==> src/include/tr_pkg.sv <==
// Package for the trigger router: register map, field layout, timing.
package tr_pkg;

    // Time base and system clock
    localparam int unsigned TIME_STEP_NS  = 10;   // Counter LSB in ns
    localparam int unsigned CLK_PERIOD_NS = 100;  // sys_clk period, 10 MHz
    localparam logic [63:0] TIME_INC      =
        64'(CLK_PERIOD_NS / TIME_STEP_NS);        // Counter steps per cycle
    localparam int unsigned TIME_W        = 64;

    // Line counts
    localparam int unsigned NUM_FP    = 3;
    localparam int unsigned NUM_STAR  = 13;
    localparam int unsigned NUM_TRIG  = 8;
    localparam int unsigned NUM_DEST  = NUM_FP + NUM_STAR + NUM_TRIG;
    localparam int unsigned NUM_REF   = 4;

    // Route source codes
    localparam logic [4:0] SRC_GROUND  = 5'h00;
    localparam logic [4:0] SRC_FP0     = 5'h01;
    localparam logic [4:0] SRC_STAR0   = 5'h04;
    localparam logic [4:0] SRC_TRIG0   = 5'h11;
    localparam logic [4:0] SRC_CLK10   = 5'h19;
    localparam logic [4:0] SRC_EVENT   = 5'h1A;
    localparam logic [4:0] SRC_GENCLK  = 5'h1B;

    // Time reference selections
    localparam logic [2:0] REF_FREE    = 3'h0;
    localparam logic [2:0] REF_SAT     = 3'h1;
    localparam logic [2:0] REF_IRIG    = 3'h2;
    localparam logic [2:0] REF_PPS     = 3'h3;
    localparam logic [2:0] REF_PTP     = 3'h4;

    // Register byte offsets
    localparam logic [7:0] OFS_CTRL     = 8'h00;
    localparam logic [7:0] OFS_STATUS   = 8'h04;
    localparam logic [7:0] OFS_TIME_LO  = 8'h08;
    localparam logic [7:0] OFS_TIME_HI  = 8'h0C;
    localparam logic [7:0] OFS_EVT_LO   = 8'h10;
    localparam logic [7:0] OFS_EVT_HI   = 8'h14;
    localparam logic [7:0] OFS_EVT_CTRL = 8'h18;
    localparam logic [7:0] OFS_GC_HIGH  = 8'h20;
    localparam logic [7:0] OFS_GC_LOW   = 8'h24;
    localparam logic [7:0] OFS_GC_STA_L = 8'h28;
    localparam logic [7:0] OFS_GC_STA_H = 8'h2C;
    localparam logic [7:0] OFS_GC_STO_L = 8'h30;
    localparam logic [7:0] OFS_GC_STO_H = 8'h34;
    localparam logic [7:0] OFS_GC_CTRL  = 8'h38;
    localparam logic [7:0] OFS_ROUTE0   = 8'h40;

    // CTRL fields
    localparam int unsigned CTRL_REF_LSB   = 0;
    localparam int unsigned CTRL_CLOCK_OUTPUT_CONNECTOR    = 3;
    localparam int unsigned CTRL_REPL_EN   = 4;
    localparam int unsigned CTRL_REPL_SRC  = 5;
    // STATUS fields
    localparam int unsigned STAT_SLOT2     = 0;
    localparam int unsigned STAT_REPL      = 1;
    localparam int unsigned STAT_ARMED     = 2;
    localparam int unsigned STAT_GC_RUN    = 3;
    // Route word fields
    localparam int unsigned RT_SRC_LSB     = 0;
    localparam int unsigned RT_INV         = 5;
    localparam int unsigned RT_SYNC        = 6;
    localparam int unsigned RT_EN          = 7;

    // Per-destination route configuration
    typedef struct packed {
        logic       en;
        logic       sync;
        logic       inv;
        logic [4:0] src;
    } tr_route_s;

    localparam tr_route_s ROUTE_RST = '0;
    localparam logic [7:0] CTRL_RST = 8'h00;

endpackage

==> src/tr_clkgen.sv <==
// Time-scheduled clock generator with programmable high and low lengths.
`timescale 1ns/1ps
module tr_clkgen
    import tr_pkg::*;
#(
    parameter int unsigned LW = 32
) (
    input  wire logic              sys_clk,    // System clock
    input  wire logic              reset_n,    // Synchronous reset
    input  wire logic              enable,     // Generator armed
    input  wire logic [TIME_W-1:0] now,        // Current time count
    input  wire logic [TIME_W-1:0] start_time, // First high edge
    input  wire logic [TIME_W-1:0] stop_time,  // Output forced low here
    input  wire logic [LW-1:0]     high_len,   // High time in steps
    input  wire logic [LW-1:0]     low_len,    // Low time in steps
    output logic                   clk_out,    // Generated clock level
    output logic                   running     // Inside start..stop
);
    localparam logic [LW:0] STEP = (LW+1)'(TIME_INC);

    logic [LW:0] remain_q;
    logic [LW:0] hi_len;
    logic [LW:0] lo_len;

    // Zero length would stall the toggle; treat it as one step
    assign hi_len = (high_len == '0) ? (LW+1)'(1) : {1'b0, high_len};
    assign lo_len = (low_len == '0) ? (LW+1)'(1) : {1'b0, low_len};

    // Phase tracked in steps, so lengths not divisible by the clock
    // period still average to the programmed frequency
    always_ff @(posedge sys_clk) begin
        if (!reset_n || !enable) begin
            running  <= 1'b0;
            clk_out  <= 1'b0;
            remain_q <= '0;
        end else if (!running) begin
            if (now >= start_time && now < stop_time) begin // (RQ5)
                running  <= 1'b1;
                clk_out  <= 1'b1;
                remain_q <= hi_len;
            end
        end else if (now >= stop_time) begin // (RQ5)
            running <= 1'b0;
            clk_out <= 1'b0;
        end else if (remain_q <= STEP) begin // (RQ4)
            clk_out  <= ~clk_out;
            remain_q <= remain_q - STEP + (clk_out ? lo_len : hi_len);
        end else begin
            remain_q <= remain_q - STEP;
        end
    end

endmodule

==> src/tr_router.sv <==
// Trigger router with time base, event and clock generation.
//
// Added by the designer: the register offsets and the Avalon-MM interface to the registers.
`timescale 1ns/1ps
//
// Contract
// (RQ1) Time counter LSB is 10 ns; all events and clocks use it.
// (RQ2) Counter follows satellite, IRIG-B, PPS, 1588 reference, or runs free.
// (RQ3) Emit trigger event when counter reaches the scheduled time.
// (RQ4) Generated clock high and low lengths set independently in 10ns steps.
// (RQ5) Generated clock runs from programmed start time to programmed end time.
// (RQ6) In slot 2, oscillator may drive the backplane 10 MHz replacement line.
// (RQ7) Replacement only after software enables it; native clock by default.
// (RQ8) Compensated oscillator runs free, never steered by the time counter.
// (RQ9) Each destination can invert polarity of its routed signal.
// (RQ10) Clock input connector may drive the backplane replacement line.
// (RQ11) Clock output connector takes oscillator or backplane 10 MHz clock.
// (RQ12) Route has source and destination; synchronous route retimes to a clock.
// (RQ13) Panel, star, trigger lines and clk10 route to panel, star, trigger.
// (RQ14) Events and generated clocks never reach the clock connectors.
// (RQ15) Clock input or oscillator reach trigger lines only via clk10, at 10 MHz.
// (RQ16) Trigger outputs may retime to clk10, except future time events.
// (RQ17) Route settings stored per destination; unrouted destination drives low; here it outputs low with its drive enable off.
module tr_router
    import tr_pkg::*;
(
    input  wire logic                sys_clk,          // 10 MHz system clock
    input  wire logic                reset_n,          // Sync reset, active low
    // Avalon-MM slave
    input  wire logic [7:0]          avs_address,      // Byte address
    input  wire logic                avs_read,         // Read request
    input  wire logic                avs_write,        // Write request
    input  wire logic [31:0]         avs_writedata,    // Write data
    input  wire logic [3:0]          avs_byteenable,   // Write byte lanes
    output logic [31:0]              avs_readdata,     // Read data
    output logic                     avs_waitrequest,  // Stall master
    // Time references and straps
    input  wire logic [NUM_REF-1:0]  ref_pulse,        // Sat, IRIG, PPS, PTP
    input  wire logic                slot_two_n,       // Low when in slot 2
    // Clocks and clock connectors
    input  wire logic                compensated_oscillator, // Free 10 MHz
    input  wire logic                clock_input_connector,  // Ext 10 MHz
    input  wire logic                backplane_clk10,  // Backplane 10 MHz
    output logic                     clock_output_connector, // Clock out
    output logic                     clk10_repl_out,   // Replacement line
    output logic                     clk10_repl_oe,    // Replacement drive
    // Two-way trigger lines
    input  wire logic [NUM_FP-1:0]   front_panel_io_line_in,  // Panel in
    output logic [NUM_FP-1:0]        front_panel_io_line_out, // Panel out
    output logic [NUM_FP-1:0]        front_panel_io_line_oe,  // Panel drive
    input  wire logic [NUM_STAR-1:0] star_in,          // Star lines in
    output logic [NUM_STAR-1:0]      star_out,         // Star lines out
    output logic [NUM_STAR-1:0]      star_oe,          // Star drive
    input  wire logic [NUM_TRIG-1:0] trig_in,          // Bused lines in
    output logic [NUM_TRIG-1:0]      trig_out,         // Bused lines out
    output logic [NUM_TRIG-1:0]      trig_oe           // Bused drive
);
    localparam int unsigned SYNC_W = NUM_FP + NUM_STAR + NUM_TRIG + 1 +
                                     NUM_REF + 1;

    // Registers
    logic [7:0]        ctrl_q;
    logic [31:0]       time_pre_lo_q;
    logic [31:0]       time_pre_hi_q;
    logic [31:0]       time_snap_q;
    logic [TIME_W-1:0] time_q;
    logic [TIME_W-1:0] evt_time_q;
    logic              armed_q;
    logic              event_q;
    logic [31:0]       gc_high_q;
    logic [31:0]       gc_low_q;
    logic [TIME_W-1:0] gc_start_q;
    logic [TIME_W-1:0] gc_stop_q;
    logic              gc_en_q;
    tr_route_s         route_q [NUM_DEST];
    logic [NUM_DEST-1:0] dest_q;
    logic              slot2_q;
    logic              ack_q;
    logic [31:0]       rdata_q;

    // Synchronisers and edge history
    logic [SYNC_W-1:0] sync1_q;
    logic [SYNC_W-1:0] sync2_q;
    logic              clk10_prev_q;
    logic [NUM_REF-1:0] ref_prev_q;

    logic [NUM_FP-1:0]   fp_s;
    logic [NUM_STAR-1:0] star_s;
    logic [NUM_TRIG-1:0] trig_s;
    logic                clk10_s;
    logic [NUM_REF-1:0]  ref_s;
    logic                slot2_s;
    logic                clk10_rise;
    logic                ref_rise;
    logic [31:0]         src_vec;
    logic                gc_out;
    logic                gc_run;
    logic                wr_en;
    logic                rd_en;
    logic                fire;
    logic [2:0]          ref_sel;
    logic                repl_active;

    // Byte-lane merge of the bus write data into an old register value
    function automatic logic [31:0] merge(input logic [31:0] old);
        logic [31:0] r;
        r = old;
        for (int b = 0; b < 4; b++) begin
            if (avs_byteenable[b]) begin
                r[8*b +: 8] = avs_writedata[8*b +: 8];
            end
        end
        return r;
    endfunction

    // Panel, star, bused, clk10, reference and slot inputs pass two flops before use
    always_ff @(posedge sys_clk) begin
        if (!reset_n) begin
            sync1_q <= '0;
            sync2_q <= '0;
        end else begin
            sync1_q <= {~slot_two_n, ref_pulse, backplane_clk10, trig_in,
                        star_in, front_panel_io_line_in};
            sync2_q <= sync1_q;
        end
    end

    assign fp_s    = sync2_q[NUM_FP-1:0];
    assign star_s  = sync2_q[NUM_FP +: NUM_STAR];
    assign trig_s  = sync2_q[NUM_FP+NUM_STAR +: NUM_TRIG];
    assign clk10_s = sync2_q[NUM_DEST];
    assign ref_s   = sync2_q[NUM_DEST+1 +: NUM_REF];
    assign slot2_s = sync2_q[SYNC_W-1];

    // Edge history and slot strap caught after reset release
    always_ff @(posedge sys_clk) begin
        if (!reset_n) begin
            clk10_prev_q <= 1'b0;
            ref_prev_q   <= '0;
            slot2_q      <= 1'b0;
        end else begin
            clk10_prev_q <= clk10_s;
            ref_prev_q   <= ref_s;
            slot2_q      <= slot2_s;
        end
    end

    // Sampling a 10 MHz clock at 10 MHz aliases; the edge is only useful
    // when the backplane clock is phase-offset from sys_clk
    assign clk10_rise = clk10_s & ~clk10_prev_q;
    assign ref_sel    = ctrl_q[CTRL_REF_LSB +: 3];

    // Rising edge of the selected reference pulse
    always_comb begin
        case (ref_sel)
            REF_SAT: ref_rise = ref_s[0] & ~ref_prev_q[0]; // (RQ2)
            REF_IRIG: ref_rise = ref_s[1] & ~ref_prev_q[1];
            REF_PPS: ref_rise = ref_s[2] & ~ref_prev_q[2];
            REF_PTP: ref_rise = ref_s[3] & ~ref_prev_q[3];
            default: ref_rise = 1'b0;
        endcase
    end

    // Avalon handshake: one wait cycle, then the access completes
    assign avs_waitrequest = (avs_read | avs_write) & ~ack_q;
    assign wr_en           = avs_write & ack_q;
    assign rd_en           = avs_read & ack_q;
    assign avs_readdata    = rdata_q;

    always_ff @(posedge sys_clk) begin
        if (!reset_n) begin
            ack_q <= 1'b0;
        end else begin
            ack_q <= (avs_read | avs_write) & ~ack_q;
        end
    end

    // Time counter: preset lands on reference edge, or on a high-word
    // write when free running
    always_ff @(posedge sys_clk) begin
        if (!reset_n) begin
            time_q <= '0;
        end else if (ref_sel != REF_FREE && ref_rise) begin // (RQ2)
            time_q <= {time_pre_hi_q, time_pre_lo_q};
        end else if (ref_sel == REF_FREE && wr_en &&
                     avs_address == OFS_TIME_HI) begin
            time_q <= {merge(time_pre_hi_q), time_pre_lo_q};
        end else begin
            time_q <= time_q + TIME_INC; // (RQ1)
        end
    end

    // Future time event: one-cycle pulse, re-arm set wins over fire
    assign fire = armed_q && (time_q >= evt_time_q); // (RQ3)

    always_ff @(posedge sys_clk) begin
        if (!reset_n) begin
            armed_q <= 1'b0;
            event_q <= 1'b0;
        end else begin
            event_q <= fire; // (RQ3)
            if (wr_en && avs_address == OFS_EVT_CTRL && avs_byteenable[0]
                && avs_writedata[0]) begin
                armed_q <= 1'b1;
            end else if (fire) begin
                armed_q <= 1'b0;
            end
        end
    end

    // Software-written configuration
    always_ff @(posedge sys_clk) begin
        if (!reset_n) begin
            ctrl_q        <= CTRL_RST;
            time_pre_lo_q <= '0;
            time_pre_hi_q <= '0;
            evt_time_q    <= '0;
            gc_high_q     <= '0;
            gc_low_q      <= '0;
            gc_start_q    <= '0;
            gc_stop_q     <= '0;
            gc_en_q       <= 1'b0;
        end else if (wr_en) begin
            case (avs_address)
                OFS_CTRL: ctrl_q <= 8'(merge({24'h0, ctrl_q}));
                OFS_TIME_LO: time_pre_lo_q <= merge(time_pre_lo_q);
                OFS_TIME_HI: time_pre_hi_q <= merge(time_pre_hi_q);
                OFS_EVT_LO: evt_time_q[31:0] <= merge(evt_time_q[31:0]);
                OFS_EVT_HI: evt_time_q[63:32] <= merge(evt_time_q[63:32]);
                OFS_GC_HIGH: gc_high_q <= merge(gc_high_q); // (RQ4)
                OFS_GC_LOW: gc_low_q <= merge(gc_low_q); // (RQ4)
                OFS_GC_STA_L: gc_start_q[31:0] <= merge(gc_start_q[31:0]);
                OFS_GC_STA_H: gc_start_q[63:32] <= merge(gc_start_q[63:32]);
                OFS_GC_STO_L: gc_stop_q[31:0] <= merge(gc_stop_q[31:0]);
                OFS_GC_STO_H: gc_stop_q[63:32] <= merge(gc_stop_q[63:32]);
                OFS_GC_CTRL: begin
                    if (avs_byteenable[0]) begin
                        gc_en_q <= avs_writedata[0];
                    end
                end
                default: ;
            endcase
        end
    end

    // Route table, one word per destination
    always_ff @(posedge sys_clk) begin
        for (int i = 0; i < NUM_DEST; i++) begin
            if (!reset_n) begin
                route_q[i] <= ROUTE_RST;
            end else if (wr_en && avs_byteenable[0] &&
                         avs_address == OFS_ROUTE0 + 8'(4 * i)) begin
                route_q[i] <= avs_writedata[7:0]; // (RQ17) (RQ12)
            end
        end
    end

    // Register read mux; the low time word snapshots the high word
    always_ff @(posedge sys_clk) begin
        if (!reset_n) begin
            rdata_q     <= '0;
            time_snap_q <= '0;
        end else if (avs_read && !ack_q) begin
            rdata_q <= 32'h0;
            case (avs_address)
                OFS_CTRL: rdata_q <= {24'h0, ctrl_q};
                OFS_STATUS: begin
                    rdata_q[STAT_SLOT2]  <= slot2_q;
                    rdata_q[STAT_REPL]   <= repl_active;
                    rdata_q[STAT_ARMED]  <= armed_q;
                    rdata_q[STAT_GC_RUN] <= gc_run;
                end
                OFS_TIME_LO: begin
                    rdata_q     <= time_q[31:0];
                    time_snap_q <= time_q[63:32];
                end
                OFS_TIME_HI: rdata_q <= time_snap_q;
                OFS_EVT_LO: rdata_q <= evt_time_q[31:0];
                OFS_EVT_HI: rdata_q <= evt_time_q[63:32];
                OFS_EVT_CTRL: rdata_q <= {31'h0, armed_q};
                OFS_GC_HIGH: rdata_q <= gc_high_q;
                OFS_GC_LOW: rdata_q <= gc_low_q;
                OFS_GC_STA_L: rdata_q <= gc_start_q[31:0];
                OFS_GC_STA_H: rdata_q <= gc_start_q[63:32];
                OFS_GC_STO_L: rdata_q <= gc_stop_q[31:0];
                OFS_GC_STO_H: rdata_q <= gc_stop_q[63:32];
                OFS_GC_CTRL: rdata_q <= {31'h0, gc_en_q};
                default: begin
                    for (int i = 0; i < NUM_DEST; i++) begin
                        if (avs_address == OFS_ROUTE0 + 8'(4 * i)) begin
                            rdata_q <= {24'h0, route_q[i]};
                        end
                    end
                end
            endcase
        end
    end

    // Time-scheduled clock generator
    tr_clkgen #(
        .LW(32)
    ) u_clkgen (
        .sys_clk   (sys_clk),
        .reset_n   (reset_n),
        .enable    (gc_en_q),
        .now       (time_q),
        .start_time(gc_start_q),
        .stop_time (gc_stop_q),
        .high_len  (gc_high_q),
        .low_len   (gc_low_q),
        .clk_out   (gc_out),
        .running   (gc_run)
    );

    // Source vector; the clock input and oscillator have no code here,
    // so they reach trigger lines only via the replacement line and clk10
    assign src_vec = {4'h0, gc_out, event_q, clk10_s, trig_s, star_s,
                      fp_s, 1'b0}; // (RQ13) (RQ15)

    // Destination drivers: select, invert, optional clk10 retiming
    always_ff @(posedge sys_clk) begin
        for (int i = 0; i < NUM_DEST; i++) begin
            if (!reset_n || !route_q[i].en) begin
                dest_q[i] <= 1'b0; // (RQ17)
            end else if (!route_q[i].sync || route_q[i].src == SRC_EVENT
                         || clk10_rise) begin // (RQ16) (RQ12)
                dest_q[i] <= src_vec[route_q[i].src] ^ route_q[i].inv; // (RQ9)
            end
        end
    end

    // Drive enables follow the route enable; only panel, star and trigger
    // destinations exist, so events never reach clock connectors
    always_comb begin
        for (int i = 0; i < NUM_DEST; i++) begin
            if (i < NUM_FP) begin
                front_panel_io_line_oe[i] = route_q[i].en; // (RQ14)
            end else if (i < NUM_FP + NUM_STAR) begin
                star_oe[i - NUM_FP] = route_q[i].en;
            end else begin
                trig_oe[i - NUM_FP - NUM_STAR] = route_q[i].en;
            end
        end
    end

    assign front_panel_io_line_out = dest_q[NUM_FP-1:0];
    assign star_out = dest_q[NUM_FP +: NUM_STAR];
    assign trig_out = dest_q[NUM_FP+NUM_STAR +: NUM_TRIG];

    // Clock paths are plain muxes of the raw clocks; the oscillator has
    // no trim input, so nothing here can steer it (RQ8)
    assign clock_output_connector = ctrl_q[CTRL_CLOCK_OUTPUT_CONNECTOR] ? backplane_clk10
                                    : compensated_oscillator; // (RQ11)
    assign repl_active = slot2_q & ctrl_q[CTRL_REPL_EN]; // (RQ6) (RQ7)
    assign clk10_repl_oe = repl_active;
    assign clk10_repl_out = repl_active &
        (ctrl_q[CTRL_REPL_SRC] ? clock_input_connector // (RQ10)
                               : compensated_oscillator); // (RQ6)

endmodule
==> config.mk <==
export PLATFORM = sky130hd
export DESIGN_NAME = tr_router
export DESIGN_NICKNAME = d
export VERILOG_FILES = /design/src/include/tr_pkg.sv /design/src/tr_clkgen.sv /design/src/tr_router.sv
export SDC_FILE = /design/constraint.sdc
export NUM_CORES = 2
export LEC_CHECK = 0
export BUFFER_PORTS_ARGS = -buffer_cell sky130_fd_sc_hd__buf_2
export CAP_MARGIN = 20
export CORE_AREA = 5 5 331 333
export CTS_CLUSTER_SIZE = 8
export DETAILED_ROUTE_END_ITERATION = 10
export DIE_AREA = 0 0 336 338
export PLACE_DENSITY_LB_ADDON = 0.05
export SETUP_SLACK_MARGIN = 0.2
export SYNTH_ARGS = -nofsm -noshare
export SYNTH_HDL_FRONTEND = slang
export SYNTH_SLANG_ARGS = --single-unit
==> constraint.sdc <==
create_clock -name sys_clk -period 6.1 [get_ports sys_clk]
set_input_delay 1.22 -clock sys_clk [delete_from_list [all_inputs] [get_ports sys_clk]]
set_output_delay 1.22 -clock sys_clk [all_outputs]
set_load 0.02 [all_outputs]
## After elaboration in Yosys (flattened, before gate mapping)

Memory sizes are Yosys's and may differ from the RTL's.
Cells that the tools add are included.

| word-level totals | value |
|---|---|
| memories | 1 |
| bits in writable memories | 192 |
| word-level logic and storage cells | 647 |
| bits in registers | 585 |

Memories:

| memory | depth | bits a word | read ports | clocked after memory_dff | wr ports | RTL line | source |
|---|---|---|---|---|---|---|---|
| route_q | 24 | 8 | 24 | 0 | 24 | tr_router.sv:75 | `tr_route_s route_q [NUM_DEST];` |

| operators by class | value |
|---|---|
| reductions and logical operators | 208 |
| $lt $le $gt $ge | 29 |
| mux-type cells | 196 |
| $add $sub $neg | 3 |
| eq/ne operators | 67 |
| bitwise operators | 66 |

Operators with widths:

| operator | number |
|---|---|
| $mux W32 | 25 |
| $pmux W28 S12 | 1 |
| $mux W8 | 29 |
| $ge A64 B64 Y1 | 3 |
| $mux W33 | 5 |
| $lt A5 B6 Y1 const B | 24 |
| $eq A8 B7 Y1 const B | 16 |
| $mux W64 | 2 |
| $bmux W1 S5 | 24 |
| $eq A5 B5 Y1 const B | 24 |
| $reduce_and A3 Y1 | 38 |
| $mux W1 | 108 |
| $logic_or A1 B1 Y1 | 73 |
| $add A64 B4 Y64 const B | 1 |
| $eq A8 B8 Y1 const B | 8 |
| $logic_not A32 Y1 | 2 |
| $lt A64 B64 Y1 | 1 |
| $eq A8 B6 Y1 const B | 7 |
| $pmux W4 S14 | 1 |
| $logic_not A1 Y1 | 51 |
| $logic_and A1 B1 Y1 | 34 |
| $add A33 B33 Y33 | 1 |
| $le A33 B4 Y1 const B | 1 |
| $sub A33 B4 Y33 const B | 1 |
| 19 further kinds | 89 |

## Depth between registers and ports, before layout

| depth | value |
|---|---|
| depth after elaboration | 26 |
| mapped depth | 18 |
| depth with buffers taken out | 17 |

## Modules after synthesis

Synthesis repeated with hierarchy kept, for this count alone.

| unflattened totals | value |
|---|---|
| cell total of the unflattened synthesis | 5368 |
| area total of the unflattened synthesis | 48207.5 um^2 |

Modules (own cells, without submodules):

| module | area each (um^2) | cells each | instances |
|---|---|---|---|
| tr_router | 40010.9 | 4251 | 1 |
| tr_clkgen | 8196.6 | 1117 | 1 |

## Worst setup path after synthesis

No wires, ideal clock.

| timing path | value |
|---|---|
| path type | register to register |
| start | reg u_clkgen.remain_q[4] |
| end | reg u_clkgen.remain_q[29] |
| required time | 6040 ps |
| setup time | 60 ps |
| period minus slack after synthesis | 4343 ps |
| stages on the path, launching flop included | 16 |
| buffers on the path | 1 |
| arrival time | 4283 ps |
| path slack | 1757 ps |
| path through | dfxtp_1 or4_4 or4b_1 buf_2 nor3_1 xor2_1 ha_1 a21o_1 a221o_1 a21o_1 a2111oi_0 o21ai_0 a41oi_1 mux2_2 nand2_1 o2111a_1 |

| between the ends | value |
|---|---|
| word-level cells in the longest chain between the ends | 5 |
| elaborated cells on any way between the ends | 6 |
| those cells by class | add/sub: 2; order compare: 1; mux: 3 |

Ends and longest elaborated chain:

| item | RTL line | source |
|---|---|---|
| start, declared | tr_clkgen.sv:21 | `logic [LW:0] remain_q;` |
| start signal, assigned | tr_clkgen.sv:40 | `remain_q <= hi_len;` |
| start signal, assigned | tr_clkgen.sv:47 | `remain_q <= remain_q - STEP + (clk_out ? lo_len : hi_len);` |
| start signal, assigned | tr_clkgen.sv:49 | `remain_q <= remain_q - STEP;` |
| $sub A33 B4 Y33 | tr_clkgen.sv:47, tr_clkgen.sv:49 |  |
| $add A33 B33 Y33 | tr_clkgen.sv:47 |  |
| $mux W33 (*) | tr_clkgen.sv:45 | `end else if (remain_q <= STEP) begin` |
| $mux W33 (*) | tr_clkgen.sv:42 | `end else if (now >= stop_time) begin` |
| $mux W33 (*) | tr_clkgen.sv:36 | `end else if (!running) begin` |

Mark *: on every way between the ends. The rest lies on a longest branch, timed or not. The select of a mux whose other input is x is not followed.
A chain may end at the register's enable or synchronous reset.

## Worst setup path after layout

Ends and elaborated chain as after synthesis.

==> summary.md <==
| Metric | Value |
|---|---|
| Status | `complete, no violations` |
| Gp weighted congestion | `0.928` |
| Crit-path max cell delay | `760 ps` |
| Syn Inst Count | `5343` |
| Dominant synthesized flop cell | `dfxtp_1` |
| Placed cell areas | `49400 µm²` |
| Slew @ Worst Pin | `1100 ps` |
| Seq cells post-synth | `777` |
| CP Buf/Inv Count | `0` |
| Initial antenna violation count | `7` |
| Synth top area share | `24.7%` |
| Ys Warns | `0` |
| Critical-path cell list | `or4_4 -> or4b_1 -> nor3_1 -> xor2_1 -> ha_1 -> a21o_1 -> a221o_1 -> a21o_1 -> a2111oi_0 -> o21ai_0 -> a41oi_1 -> mux2_2 -> nand2_1 -> o2111a_1` |
| Die width | `336 µm` |
| Cell mode on critical path | `a21o_1` |
| Starting density of the core | `44.5%` |
| DR iter-0 viols | `4697` |
| DP HPWL | `129000 µm` |
| CP top delay family | `compound AO/OA/AOI/OAI gates` |
| Crit Path Max Fanout | `7` |
| # hold bufs at CTS | `0` |
| First-pass GRT wire length | `272000 µm` |
| GR Layer Usage met1 | `37.4%` |
| Layout cell share with drive strength beyond 1 | `12.3%` |
| Top-level I/O count | `164` |
| Unrepaired setup endpoints after global routing | `false` |
| Critical Path RT | `6740 ps` |
| Cell area after layout | `52500 µm²` |
| Reg-to-Reg Start | `u_clkgen.remain_q[4]` |
| Post-synth ARST share | `0%` |
| CTS tree | `built` |
| Synth cell types | `99` |
| Critical path class | `reg -> reg` |
| Max Cap Viol | `0` |
| Setup violators final | `0` |
| Post-CTS Resized | `0` |
| Total track usage | `31.8%` |
| Post-synth EDFFs | `192` |
| Root Driver | `clkbuf_16` |
| Net Count, Synth | `5650` |
| Fin crit share | `81.1%` |
| Routed WL | `186000 µm` |
| Startpoint Class | `register` |
| Max VDD drop | `210 µV` |
| Launch point of the critical path | `u_clkgen.remain_q[4]` |
| Hold_sp | `sync1_q[7]` |
| Reg clk slew, reported paths | `50 ps` |
| Post-synth top area cell | `dfxtp_1` |
| Synth top area cells | `dfxtp_1 (25%), edfxtp_1 (12%), nand2_1 (8.6%), mux4_2 (8.2%), ha_1 (6.0%)` |
| CTS Buffer Depth | `3` |
| Post-CTS setup buffer count | `0` |
| FILL cells | `10200` |
| Final Hold Vio Count | `0` |
| Vias in the first global route | `40900` |
| Port Buffer Count | `163` |
| Worst EP arrival | `5590 ps` |
| Max Freq | `202 MHz` |
| Core footprint | `106000 µm²` |
| Max-slew violations | `0` |
| Number of buffers created by CTS | `108` |
| Met2 Usage GRT | `55.4%` |
| Slowest-stage cell, CP | `or4b_1` |
| DR pass1 iterations | `9` |
| Hold Path Class | `reg -> reg` |
| Tmin final | `4950 ps` |
| Slew margin rel. | `25.3%` |
| # rows | `120` |
| Top post-synthesis cells by count | `nand2_1 (1083), dfxtp_1 (585), a21boi_0 (367), clkbuf_1 (353), inv_1 (255)` |
| Drt wl/cell | `27.4 µm` |
| Largest net degree at the start of global routing | `190` |
| Die Ht | `338 µm` |
| Syn_area_per_cell | `8.86 µm²` |
| Layout area overhead | `10.9%` |
| Final routed DRC violation total | `0` |
| Leak Pwr | `19.3 nW` |
| ANT nets after route | `0` |
| Fin nets | `5657` |
| Total grt overflow | `0` |
| Clk_lat worst skew | `710 ps` |
| H-Tree Level Count | `3` |
| Clock Sinks | `777` |
| Pwr Density | `232 nW/µm²` |
| Synthesized area | `47300 µm²` |
| Routing usage on met3 | `4.68%` |
| Via density | `6.25` |
| TNS Setup | `0 ps` |
| Sequential share of the synthesized area | `36.9%` |
| Gr busiest metal | `met2` |
| Most common cell in the netlist | `nand2_1` |
| CP Capture Type | `register` |
| DR vias | `42500` |
| Die ar. | `114000 µm²` |
| Layout Skew | `28.6 ps` |
-- layout make-up --
type	instances	area (µm²)	area share (%)
Sequential cell	777	17500	33.3
Antenna cell	3	7.51	0.0143
Multi-Input combinational cell	3905	27400	52.2
Tap cell	1403	1760	3.34
Clock buffer	144	2870	5.46
Clock inverter	8	161	0.307
Inverter	256	961	1.83
Timing Repair Buffer	302	1860	3.55
-- registers in the layout, summed over array words and instances, names as in the netlist, 4 cells and up --
signal             cells
ref_prev_q             4
gc_stop_q             64
dest_q                24
gc_start_q            64
sync2_q               30
time_q                64
gc_low_q              32
ctrl_q                 8
gc_high_q             32
time_snap_q           32
avs_readdata          32
evt_time_q            64
sync1_q               30
time_pre_hi_q         32
route_q              192
u_clkgen.remain_q     33
time_pre_lo_q         32
-- stage by stage --
step                      util, %  worst slack, ps  hold slack [ps]  instances  power [mW]
after floorplan                 -             1760              412       5343        6.19
after global placement       46.4             1310              416       6629        6.61
after detailed placement     46.5             1220              420       6630        6.62
after CTS                    49.3             1170              426       6782        12.2
after global routing         49.4              879              436       6797        12.5
final                        49.4             1150              425       6798        12.2
-- cells in the final DEF, fill, tap and decap left out, drive strengths merged, types with 41 or more instances in the layout --
master | synthesis | final
a21boi | 368 | 368
a21o | 44 | 44
a21oi | 221 | 221
a221oi | 52 | 52
a222oi | 64 | 64
a22oi | 61 | 61
and2 | 117 | 117
and3 | 169 | 169
buf | 52 | 299
clkbuf | 353 | 147
dfxtp | 585 | 585
edfxtp | 192 | 192
ha | 226 | 226
inv | 255 | 259
mux2i | 63 | 63
mux4 | 172 | 172
nand2 | 1083 | 1083
nand3 | 86 | 86
nand3b | 41 | 41
nand4 | 56 | 56
nor2 | 212 | 212
o211ai | 83 | 83
o21ai | 224 | 224
xnor2 | 57 | 57
xor2 | 79 | 79
-- logic make-up after synthesis --
logic type / after synthesis / share of synthesized area (%)
xor gates and xnor gates: 136 / 2.52
AOI/OAI and AO/OA: 1347 / 20.0
and+or+nand+nor: 1955 / 19.4
muxes: 240 / 9.63
DFF: 777 / 36.9
buffers and inverters: 661 / 5.50
adders and majority gates: 227 / 6.01
-- path summary, 6_finish.rpt --
check                           depth (start not counted)               endpoint  slack, ps
worst max-delay path                                   14  u_clkgen.remain_q[29]       1150
worst min-delay path                                    1             sync2_q[7]        420
worst max register to register                         14  u_clkgen.remain_q[29]       1150
worst min register to register                          1             sync2_q[7]        420
-- per-layer routing --
| metal | up-vias | routed length (µm) |
|---|---|---|
| met2 | 2028 | 90600 |
| met3 | 633 | 12400 |
| met5 | - | 11 |
| li1 | 19300 | - |
| met1 | 20500 | 70200 |
| met4 | 2 | 13100 |
-- worst register-to-register path, delay by kind of cell (launching register included) --
family	cells	cell delay [ps]
AO/OA/AOI/OAI	7	1930
multiplexers	1	360
AND/OR/NAND/NOR	4	1660
flip-flops	1	370
XOR/XNOR	1	240
adder cells (fa/ha/maj)	1	330
-- power by group --
group | total [mW] | leakage (nW) | internal [mW] | switching [mW]
combinational | 1.01 | 11.1 | 0.364 | 0.649
clock | 5.63 | 1.46 | 3.25 | 2.38
sequential | 5.52 | 6.72 | 5.37 | 0.154
Note: power is estimated with default switching activity, not from simulation.
